### src/irc_pkg.sv
// shared constants and types for the infrared pulse codec
package irc_pkg;

    ////////////////////////////////////////////////////////////////////////
    // system clock
    localparam int unsigned SYS_CLK_HZ = 50_000_000;
    localparam int unsigned SYS_CLK_NS = 1_000_000_000 / SYS_CLK_HZ;

    ////////////////////////////////////////////////////////////////////////
    // bit timing; phases counted in ticks of the 16x bit clock
    localparam int unsigned TICKS_PER_BIT  = 16;
    localparam int unsigned BITS_PER_FRAME = 10;
    localparam int unsigned REF_BAUD       = 115_200;
    localparam int unsigned REF_CLK16_HZ   = TICKS_PER_BIT * REF_BAUD;

    localparam logic [3:0] PH_LAST    = 4'(TICKS_PER_BIT - 1);
    localparam logic [3:0] LAST_BIT   = 4'(BITS_PER_FRAME - 1);
    // pulse rises on the 7th tick of the bit and lasts 3 ticks
    localparam logic [3:0] TX_ON_PH   = 4'h6;
    localparam logic [3:0] TX_OFF_PH  = 4'h9;
    // received level reaches the host on the 4th tick of the bit
    localparam logic [3:0] RX_DEC_PH  = 4'h3;

    ////////////////////////////////////////////////////////////////////////
    // analog-like limits turned into system clock counts
    localparam int unsigned TX_LIMIT_NS = 4000;
    localparam int unsigned RX_MIN_NS   = 1600;
    localparam int unsigned TX_LIMIT_C  = TX_LIMIT_NS / SYS_CLK_NS;
    localparam int unsigned RX_MIN_C    =
        (RX_MIN_NS + SYS_CLK_NS - 1) / SYS_CLK_NS;
    localparam logic [7:0] TX_LIMIT_CYC = 8'((TX_LIMIT_C < 1) ? 1
                                              : TX_LIMIT_C);
    localparam logic [7:0] RX_MIN_CYC   = 8'((RX_MIN_C < 1) ? 1
                                              : RX_MIN_C);

    ////////////////////////////////////////////////////////////////////////
    // frame state
    typedef enum logic [1:0] {
        IRC_IDLE = 2'b01,
        IRC_BUSY = 2'b10
    } irc_state_t;

endpackage : irc_pkg

### src/irc_codec.sv
// half-duplex infrared pulse encoder and decoder, 16x bit clock
`timescale 1ns/1ps
// Functional notes
// - zero in gives pulse after 7 ticks
// - receive low reaches host after 4 ticks
// - bit timing from 16x bit clock edges, pulse limit and minimum low from system clock
// - sixteen ticks per bit, ten-bit frame
// - baud equals bit clock over sixteen
// - zero bit: low 7, high 3, low rest
// - one bit: no pulse whole bit time
// - limiter ends any pulse near 4 us
// - early low of 1.6 us decodes zero
// - host output holds each bit 16 ticks, the last bit 12 before the frame end sets it high
// - reset drives host high, infrared low
// - receive pulse suppresses transmit pulse
module irc_codec #(
    parameter logic [7:0] LIMIT_CYC = irc_pkg::TX_LIMIT_CYC,
    parameter logic [7:0] MIN_LOW   = irc_pkg::RX_MIN_CYC
) (
    // clock and reset
    input  wire logic clk_sys,
    input  wire logic arst_n,
    // 16x bit clock pin
    input  wire logic bit_clock_16x,
    // host uart side
    input  wire logic host_tx_in,
    output logic      host_rx_out,
    // infrared transceiver side
    input  wire logic ir_rx_in,
    output logic      ir_tx_out
);
    import irc_pkg::*;

    ////////////////////////////////////////////////////////////////////////
    // pin synchronisers and edge detection
    logic [2:0] pin_q;
    logic       clk16_prev_r;
    logic       host_prev_r;
    logic       rx_prev_r;

    irc_sync2 #(
        .W       (3),
        .RST_VAL (3'h7)
    ) u_sync (
        .clk_sys (clk_sys),
        .arst_n  (arst_n),
        .pin_in  ({bit_clock_16x, host_tx_in, ir_rx_in}),
        .sync_q  (pin_q)
    );

    wire clk16_q = pin_q[2];
    wire host_q  = pin_q[1];
    wire rx_q    = pin_q[0];

    always_ff @(posedge clk_sys or negedge arst_n) begin
        if (!arst_n) begin
            clk16_prev_r <= 1'b1;
            host_prev_r  <= 1'b1;
            rx_prev_r    <= 1'b1;
        end else begin
            clk16_prev_r <= clk16_q;
            host_prev_r  <= host_q;
            rx_prev_r    <= rx_q;
        end
    end

    // a stopped bit clock simply freezes both framers
    wire bit_clock_tick = clk16_q & ~clk16_prev_r;
    wire host_fall      = ~host_q & host_prev_r;
    wire rx_fall        = ~rx_q & rx_prev_r;

    ////////////////////////////////////////////////////////////////////////
    // receive decoder
    irc_state_t rx_st_r;
    irc_state_t rx_st_nxt;
    logic [3:0] rx_ph_r;
    logic [3:0] rx_bit_r;
    logic [7:0] rx_low_r;
    logic       host_rx_r;

    wire rx_busy  = (rx_st_r == IRC_BUSY);
    wire rx_start = ~rx_busy & rx_fall;
    wire rx_ptick = rx_busy & bit_clock_tick;
    wire rx_dec   = rx_ptick & (rx_ph_r == RX_DEC_PH);
    wire rx_bend  = rx_ptick & (rx_ph_r == PH_LAST);
    wire rx_end   = rx_bend & (rx_bit_r == LAST_BIT);
    wire rx_zero  = (rx_low_r >= MIN_LOW);
    // a start glitch shorter than the minimum pulse is dropped
    wire rx_abort = rx_dec & (rx_bit_r == 4'h0) & ~rx_zero;
    wire rx_win   = rx_busy & (rx_ph_r <= RX_DEC_PH) & ~rx_q;
    wire rx_cnt   = rx_win & (rx_low_r != MIN_LOW);

    always_comb begin
        rx_st_nxt = rx_st_r;
        unique case (rx_st_r)
            IRC_IDLE: begin
                if (rx_start) rx_st_nxt = IRC_BUSY;
            end
            IRC_BUSY: begin
                if (rx_end || rx_abort) rx_st_nxt = IRC_IDLE;
            end
            default: rx_st_nxt = IRC_IDLE;
        endcase
    end

    always_ff @(posedge clk_sys or negedge arst_n) begin
        if (!arst_n) begin
            rx_st_r <= IRC_IDLE;
        end else begin
            rx_st_r <= rx_st_nxt;
        end
    end

    always_ff @(posedge clk_sys or negedge arst_n) begin
        if (!arst_n) begin
            rx_ph_r  <= 4'h0;
            rx_bit_r <= 4'h0;
        end else if (rx_start) begin
            rx_ph_r  <= 4'h0;
            rx_bit_r <= 4'h0;
        end else if (rx_ptick) begin
            rx_ph_r  <= 4'(rx_ph_r + 4'h1);
            rx_bit_r <= rx_bend ? 4'(rx_bit_r + 4'h1) : rx_bit_r;
        end
    end

    // low time is measured only in the early part of each bit
    always_ff @(posedge clk_sys or negedge arst_n) begin
        if (!arst_n) begin
            rx_low_r <= 8'h00;
        end else if (rx_start) begin
            rx_low_r <= 8'h01;
        end else if (rx_dec) begin
            rx_low_r <= 8'h00;
        end else if (rx_cnt) begin
            rx_low_r <= 8'(rx_low_r + 8'h01);
        end
    end

    always_ff @(posedge clk_sys or negedge arst_n) begin
        if (!arst_n) begin
            host_rx_r <= 1'b1;
        end else if (rx_end || rx_abort) begin
            host_rx_r <= 1'b1;
        end else if (rx_dec) begin
            host_rx_r <= ~rx_zero;
        end
    end

    assign host_rx_out = host_rx_r;

    ////////////////////////////////////////////////////////////////////////
    // transmit encoder
    irc_state_t tx_st_r;
    irc_state_t tx_st_nxt;
    logic [3:0] tx_ph_r;
    logic [3:0] tx_bit_r;
    logic [7:0] lim_r;
    logic       tx_pulse_r;

    wire tx_busy  = (tx_st_r == IRC_BUSY);
    // no new frame while the receiver is busy: the link is half duplex
    wire tx_start = ~tx_busy & host_fall & ~rx_busy & rx_q;
    wire tx_ptick = tx_busy & bit_clock_tick;
    wire tx_bend  = tx_ptick & (tx_ph_r == PH_LAST);
    wire tx_end   = tx_bend & (tx_bit_r == LAST_BIT);
    wire tx_on    = tx_ptick & (tx_ph_r == TX_ON_PH) & ~host_q
                    & rx_q;
    wire tx_off   = tx_ptick & (tx_ph_r == TX_OFF_PH);
    wire lim_hit  = tx_pulse_r & (lim_r == 8'(LIMIT_CYC - 8'h01));
    wire tx_nxt   = tx_on ? 1'b1
                  : (tx_off | lim_hit | ~rx_q) ? 1'b0
                  : tx_pulse_r;

    always_comb begin
        tx_st_nxt = tx_st_r;
        unique case (tx_st_r)
            IRC_IDLE: begin
                if (tx_start) tx_st_nxt = IRC_BUSY;
            end
            IRC_BUSY: begin
                if (tx_end) tx_st_nxt = IRC_IDLE;
            end
            default: tx_st_nxt = IRC_IDLE;
        endcase
    end

    always_ff @(posedge clk_sys or negedge arst_n) begin
        if (!arst_n) begin
            tx_st_r <= IRC_IDLE;
        end else begin
            tx_st_r <= tx_st_nxt;
        end
    end

    always_ff @(posedge clk_sys or negedge arst_n) begin
        if (!arst_n) begin
            tx_ph_r  <= 4'h0;
            tx_bit_r <= 4'h0;
        end else if (tx_start) begin
            tx_ph_r  <= 4'h0;
            tx_bit_r <= 4'h0;
        end else if (tx_ptick) begin
            tx_ph_r  <= 4'(tx_ph_r + 4'h1);
            tx_bit_r <= tx_bend ? 4'(tx_bit_r + 4'h1) : tx_bit_r;
        end
    end

    // limiter runs on the system clock so a slow bit clock cannot
    // stretch the emitter current
    always_ff @(posedge clk_sys or negedge arst_n) begin
        if (!arst_n) begin
            lim_r      <= 8'h00;
            tx_pulse_r <= 1'b0;
        end else begin
            lim_r      <= tx_pulse_r ? 8'(lim_r + 8'h01) : 8'h00;
            tx_pulse_r <= tx_nxt;
        end
    end

    assign ir_tx_out = tx_pulse_r;
endmodule : irc_codec

### src/irc_sync2.sv
// two-stage synchroniser for asynchronous pin inputs
`timescale 1ns/1ps
module irc_sync2 #(
    parameter int unsigned    W       = 1,
    parameter logic [W-1:0]   RST_VAL = '1
) (
    // clock and reset
    input  wire logic         clk_sys,
    input  wire logic         arst_n,
    // pins in, synchronised levels out
    input  wire logic [W-1:0] pin_in,
    output logic      [W-1:0] sync_q
);

    logic [W-1:0] meta_r;

    // meta_r feeds only the second stage
    always_ff @(posedge clk_sys or negedge arst_n) begin
        if (!arst_n) begin
            meta_r <= RST_VAL;
            sync_q <= RST_VAL;
        end else begin
            meta_r <= pin_in;
            sync_q <= meta_r;
        end
    end

endmodule : irc_sync2

### config.mk
export PLATFORM = sky130hd
export DESIGN_NAME = irc_codec
export DESIGN_NICKNAME = d
export VERILOG_FILES = /design/src/irc_pkg.sv /design/src/irc_codec.sv /design/src/irc_sync2.sv
export SDC_FILE = /design/constraint.sdc
export NUM_CORES = 1
export LEC_CHECK = 0
export BUFFER_PORTS_ARGS = -buffer_cell sky130_fd_sc_hd__buf_4
export CORE_MARGIN = 2
export CORE_UTILIZATION = 55
export DETAILED_ROUTE_END_ITERATION = 8
export PLACE_DENSITY = 0.76
export SYNTH_ARGS = -nofsm -noshare
export SYNTH_HDL_FRONTEND = slang
export SYNTH_SLANG_ARGS = --single-unit
### constraint.sdc
create_clock -name clk_sys -period 1.8 [get_ports clk_sys]
set_input_delay 0.27 -clock clk_sys [delete_from_list [all_inputs] [get_ports clk_sys]]
set_output_delay 0.27 -clock clk_sys [all_outputs]
set_load 0.03 [all_outputs]
Word level (Yosys, flattened, before mapping) --
Index checks and enable logic that the tools add are counted. W data, S select, Z words.
Storage, ports and cells: register bits after elaboration 47, input bits 5, word-level logic and storage cells 109
Operators by class: add/subtract/negate cells 6, $lt $le $gt $ge 2, equal/unequal tests 17, muxes and demuxes 24, bitwise logic cells 32, reductions and logical operators 13
Operators with widths (count):
- $mux W4 | 10
- $mux W8 | 4
- $and A1 B1 Y1 | 24
- $eq A4 B4 Y1 const B | 5
- $add A4 B1 Y4 const B | 4
- $add A8 B1 Y8 const B | 2
- $reduce_bool A2 Y1 | 6
- $eq A8 B8 Y1 const B | 1
- $ge A8 B7 Y1 const B | 1
- $mux W2 | 4
- $ne A8 B7 Y1 const B | 1
- $pmux W2 S2 | 2
- $reduce_and A2 Y1 | 4
- $not A1 Y1 | 6
- $eq A2 B1 Y1 const B | 2
- $eq A2 B2 Y1 const B | 2
- $eq A4 B2 Y1 const B | 1
- $eq A4 B3 Y1 const B | 1
- $le A4 B2 Y1 const B | 1
- $logic_not A4 Y1 | 1
- $mux W1 | 4
- $ne A2 B1 Y1 const B | 2
- $ne A2 B2 Y1 const B | 2
- $reduce_bool A3 Y1 | 1
- 2 further kinds | 3

Logic depth before layout (Yosys ltp) --
depth in word-level cells 9, gate-level depth with buffers 6, depth with buffers taken out 6

Hierarchy --
A second synthesis with hierarchy kept.
Unflattened totals: cells, all modules 205, area total of the unflattened synthesis 2314.7 µm²
By module, submodules not included:
- irc_codec | times used 1, cells each 199, area each 2157.1 µm², sequential area each 1033.5 µm²
- irc_sync2 | times used 1, cells each 6, area each 157.7 µm², sequential area each 157.7 µm²

Least setup slack after synthesis --
Ideal clock, no wire load.
kind flip-flop to flip-flop, start point register rx_ph_r[3], end point register rx_low_r[7], setup time 0.133 ns, arrival 1.554 ns, slack 0.114 ns, cell stages (with the launch flop) 6, path buffers 1, path through dfrtp_1 -> or4b_1 -> buf_2 -> nor4_1 -> xnor2_1 -> nor2_2
Between the ends: word-level cells in the longest chain between the ends 5, elaborated cells on any way between the ends 9, classes of those cells order compare (1); eq/ne (1); mux (2); bitwise (4); reduce/logical (1)
Ends and longest elaborated chain:
- from (decl) | line irc_codec.sv:76 | logic [3:0] rx_ph_r;
- from (signal assigned) | line irc_codec.sv:122 | rx_ph_r <= 4'(rx_ph_r + 4'h1);
- $le A4 B2 Y1 | line irc_codec.sv:90 | wire rx_win = rx_busy & (rx_ph_r <= RX_DEC_PH) & ~rx_q;
- $and A1 B1 Y1 (2 in series) | line irc_codec.sv:90
- $and A1 B1 Y1 | line irc_codec.sv:91 | wire rx_cnt = rx_win & (rx_low_r != MIN_LOW);
- $reduce_bool A3 Y1 (no line)
- to (signal assigned) | line irc_codec.sv:136 | rx_low_r <= 8'(rx_low_r + 8'h01);
- to (decl) | line irc_codec.sv:78 | logic [7:0] rx_low_r;
Several ways; a longest one is shown, not always the timed one. A chain may end at the register's enable or synchronous reset.

Worst setup path in the final report --
start point register rx_ph_r[3], end point register rx_low_r[1]
The elaborated chain is that of the path after synthesis.

==> impl_metrics.toml <==
[run_status]
status = "complete, no violations"

[global_route]
antenna_found_initial = 0
grt_max_degree = 48
grt_pass1_wl_mm = 6.64
grt_pass1_vias = 1502
grt.overflow.total = 0
grt.total_usage_pct = 20.0

[critical_path]
reg2reg_slack_ps = 70
cp_slowest_cell = "or4b_4"
critPathBufInv = 0
worstSetupPathType = "reg2reg"
critPathMaxFanout = 7
worstPathCellList = "or4b_4 > a211oi_4 > mux2i_1 > nor2_1"
path_delay_family = "simple AND/OR/NAND/NOR gates"
timing.rr.start = "rx_ph_r[3]"
arrival_ps = 1910
required_ps = 1980
r2r_end = "rx_low_r[1]"
worstSetupStartpointType = "register"
reg2reg_depth = 4
critPathCaptureType = "register"
critical_path.max_stage_delay_ps = 620

[cts]
clockRootBuffer = "clkbuf_8"
insertion_delay_ps = 310
clkTransAtPathRegs_ps = 90
htree_levels = 2
cts-buffers-inserted = 5
cts_sinks = 47
cts_tree = "done"
clock_path_buffers = 2

[worst_hold_path]
hold_path.class = "in2reg"
hold_depth = 1
hold_start = "bit_clock_16x"
min_to = "u_sync.meta_r[2]"

[pwr]
internal_power_w = 0.00155
p_seq_share_pct = 55.9
power_frac_clock_pct = 39.1
swShare_pct = 22.3
p_switching_w = 0.000446
comb_power_share_pct = 5.0
power.leakage_nw = 1.17
p_per_area_nw_per_um2 = 774
total_power_w = 0.00200
ir_worst_vdd_mv = 0.791

[logic_synthesis]
synth_area_leaders = "dfrtp_1 (39%), dfstp_2 (14%), ha_1 (6.7%)"
synth-edff-count = 0
syn_inst = 201
synth.yosys.seq_area_share_pct = 53.2
ys.flop_type = "dfrtp_1"
synth_fp_nets = 218
yosys.area.top_type = "dfrtp_1"
synthArstFlopShare_pct = 100
ys_ff_latch = 47
syn_area_um2 = 2240
syn_area_per_cell_um2 = 11.1
yosysUniqueCellTypes = 43
yosysWarningCount = 0
synth_top_area_share_pct = 39.1

[placed_design]
io_buffer_count = 6
gp_congestion = 0.848
dpl_worst_slack_ps = -32.4
dp_hpwl_mm = 2.85

[layout]
final_core_util_pct = 65.1
diodes = 0
area_growth_pct = 15.3
drive_gt1_share_pct = 19.5
n_fill_cell = 320
nets = 237

[floorplanning]
initial_core_util_pct = 56.4
die_y_um = 67.8
io_pins = 7
coreArea_um2 = 3970
die-area_um2 = 4600
fp.dieW_um = 67.8
core.rowCount = 23

[sta]
min_period_ps = 1730
worst_pin_slew_ps = 597
hold_violations = 0
max_slew_margin_pct = 60.0
setup_viol = 0
finalCritPeriodShare_pct = 96.3
finalClockSkew_ps = 4.54
fmax_mhz = 577
maxSlewViolCount = 0
whs_ps = 64.6
fin_ws_ps = 66.3
rsz0062_at_grt = "yes"

[routing]
wl_per_cell_um = 15.1
via_count = 1498
via_per_inst = 5.53
wl_mm = 4.08
drc = 0
antenna_left = 0
dr.pass1.iters = 4
drt_iter0_drc = 95

[job]
max_cap_viol_count = 0
-- routing by layer --
layer / global-route usage (%) / share of wire (%)
met5: 0 / 0
met2: 33.9 / 50
met4: 8.25 / 2.0
met1: 24.1 / 44
met3: 5.43 / 3.4
-- what timing repair did --
item,in CTS,in global routing
setup buffers,0,0
resized for setup,3,7
hold endpoints to repair,35,0
endpoints found under the setup margin,6,11
hold buffers,1,0
pin swaps,0,2
-- layout make-up --
type	instances	area, µm²	area share (%)
inverters	8	30.0	1.16
flip-flops and latches	47	1190	46.1
clock inverters	3	47.5	1.84
clock buffers	5	68.8	2.66
well taps	50	62.6	2.42
multi-input cells	143	1060	41.2
repair buffers	15	119	4.60
-- cell usage in the layout, fill, tap and decap left out, types with 6 or more instances in the layout --
cell,Yosys,final
xnor2_1,14,14
dfstp_2,12,12
ha_1,12,12
nand3_1,12,12
inv_1,7,7
buf_4,0,13
dfrtp_1,35,35
xor2_1,10,10
nor2_1,25,25
and2_1,9,9
nand4_1,6,6
-- power groups by stage --
| stage | Combinational, W | Sequential [W] | Clock (W) |
|---|---|---|---|
| CTS | 0.0000955 | 0.00112 | 0.000811 |
| detailed placement | 0.0000920 | 0.00113 | 0 |
| global placement | 0.0000864 | 0.00113 | 0 |
| finish | 0.0000999 | 0.00112 | 0.000783 |
| floorplan | 0.0000528 | 0.00113 | 0 |
| global route | 0.000112 | 0.00112 | 0.000842 |
-- sequential cells by signal, indices dropped and copies added, names as in the netlist --
signal         cells
clk16_prev_r       1
host_prev_r        1
host_rx_out        1
ir_tx_out          1
lim_r              8
rx_bit_r           4
rx_low_r           8
rx_ph_r            4
rx_prev_r          1
rx_st_r            2
tx_bit_r           4
tx_ph_r            4
tx_st_r            2
u_sync.meta_r      3
u_sync.sync_q      3
-- stage by stage --
step	area, µm²	instances	TNS, ps
after floorplan	2240	201	0
after global placement	2390	262	-3.67
after detailed placement	2390	262	-62.4
after CTS	2540	271	-9.43
after global routing	2580	271	-95.8
final	2580	271	0
-- cells in the mapped netlist, drive strengths merged (2+ instances only) --
cell	n
nand2b	5
buf	3
nand3	12
nand4	6
nor3	3
nor2b	2
nand4b	2
a21oi	2
and3	5
nand2	4
dfstp	12
xnor2	14
o21ai	3
inv	7
a211oi	2
ha	12
o22ai	2
and2	9
nor4bb	3
xor2	10
dfrtp	35
nor4	3
mux2i	3
nor2	26
-- worst max-delay path by stage --
stage	from	endpoint	slack, ps	depth (start not counted)
floorplan	rx_ph_r[3]	rx_low_r[7]	110	5
global placement	u_sync.sync_q[2]	rx_st_r[0]	-4	4
detailed placement	u_sync.sync_q[2]	rx_st_r[1]	-30	5
CTS	rx_st_r[0]	rx_low_r[1]	-9	4
global route	u_sync.sync_q[2]	rx_st_r[0]	-30	4
finish	rx_ph_r[3]	rx_low_r[1]	70	4
-- logic make-up (layout without fill, tap and decap cells) --
kind of cell,Yosys count,after routing,share of synthesized area (%)
muxes,3,3,1.34
DFF,47,47,53.2
buffers and inverters,11,31,2.01
and+or+nand+nor,87,87,21.6
AOI/OAI and AO/OA,17,17,5.86
adders and majority gates,12,12,6.70
xor gates and xnor gates,24,24,9.38
(Power assumes the default switching activity.)
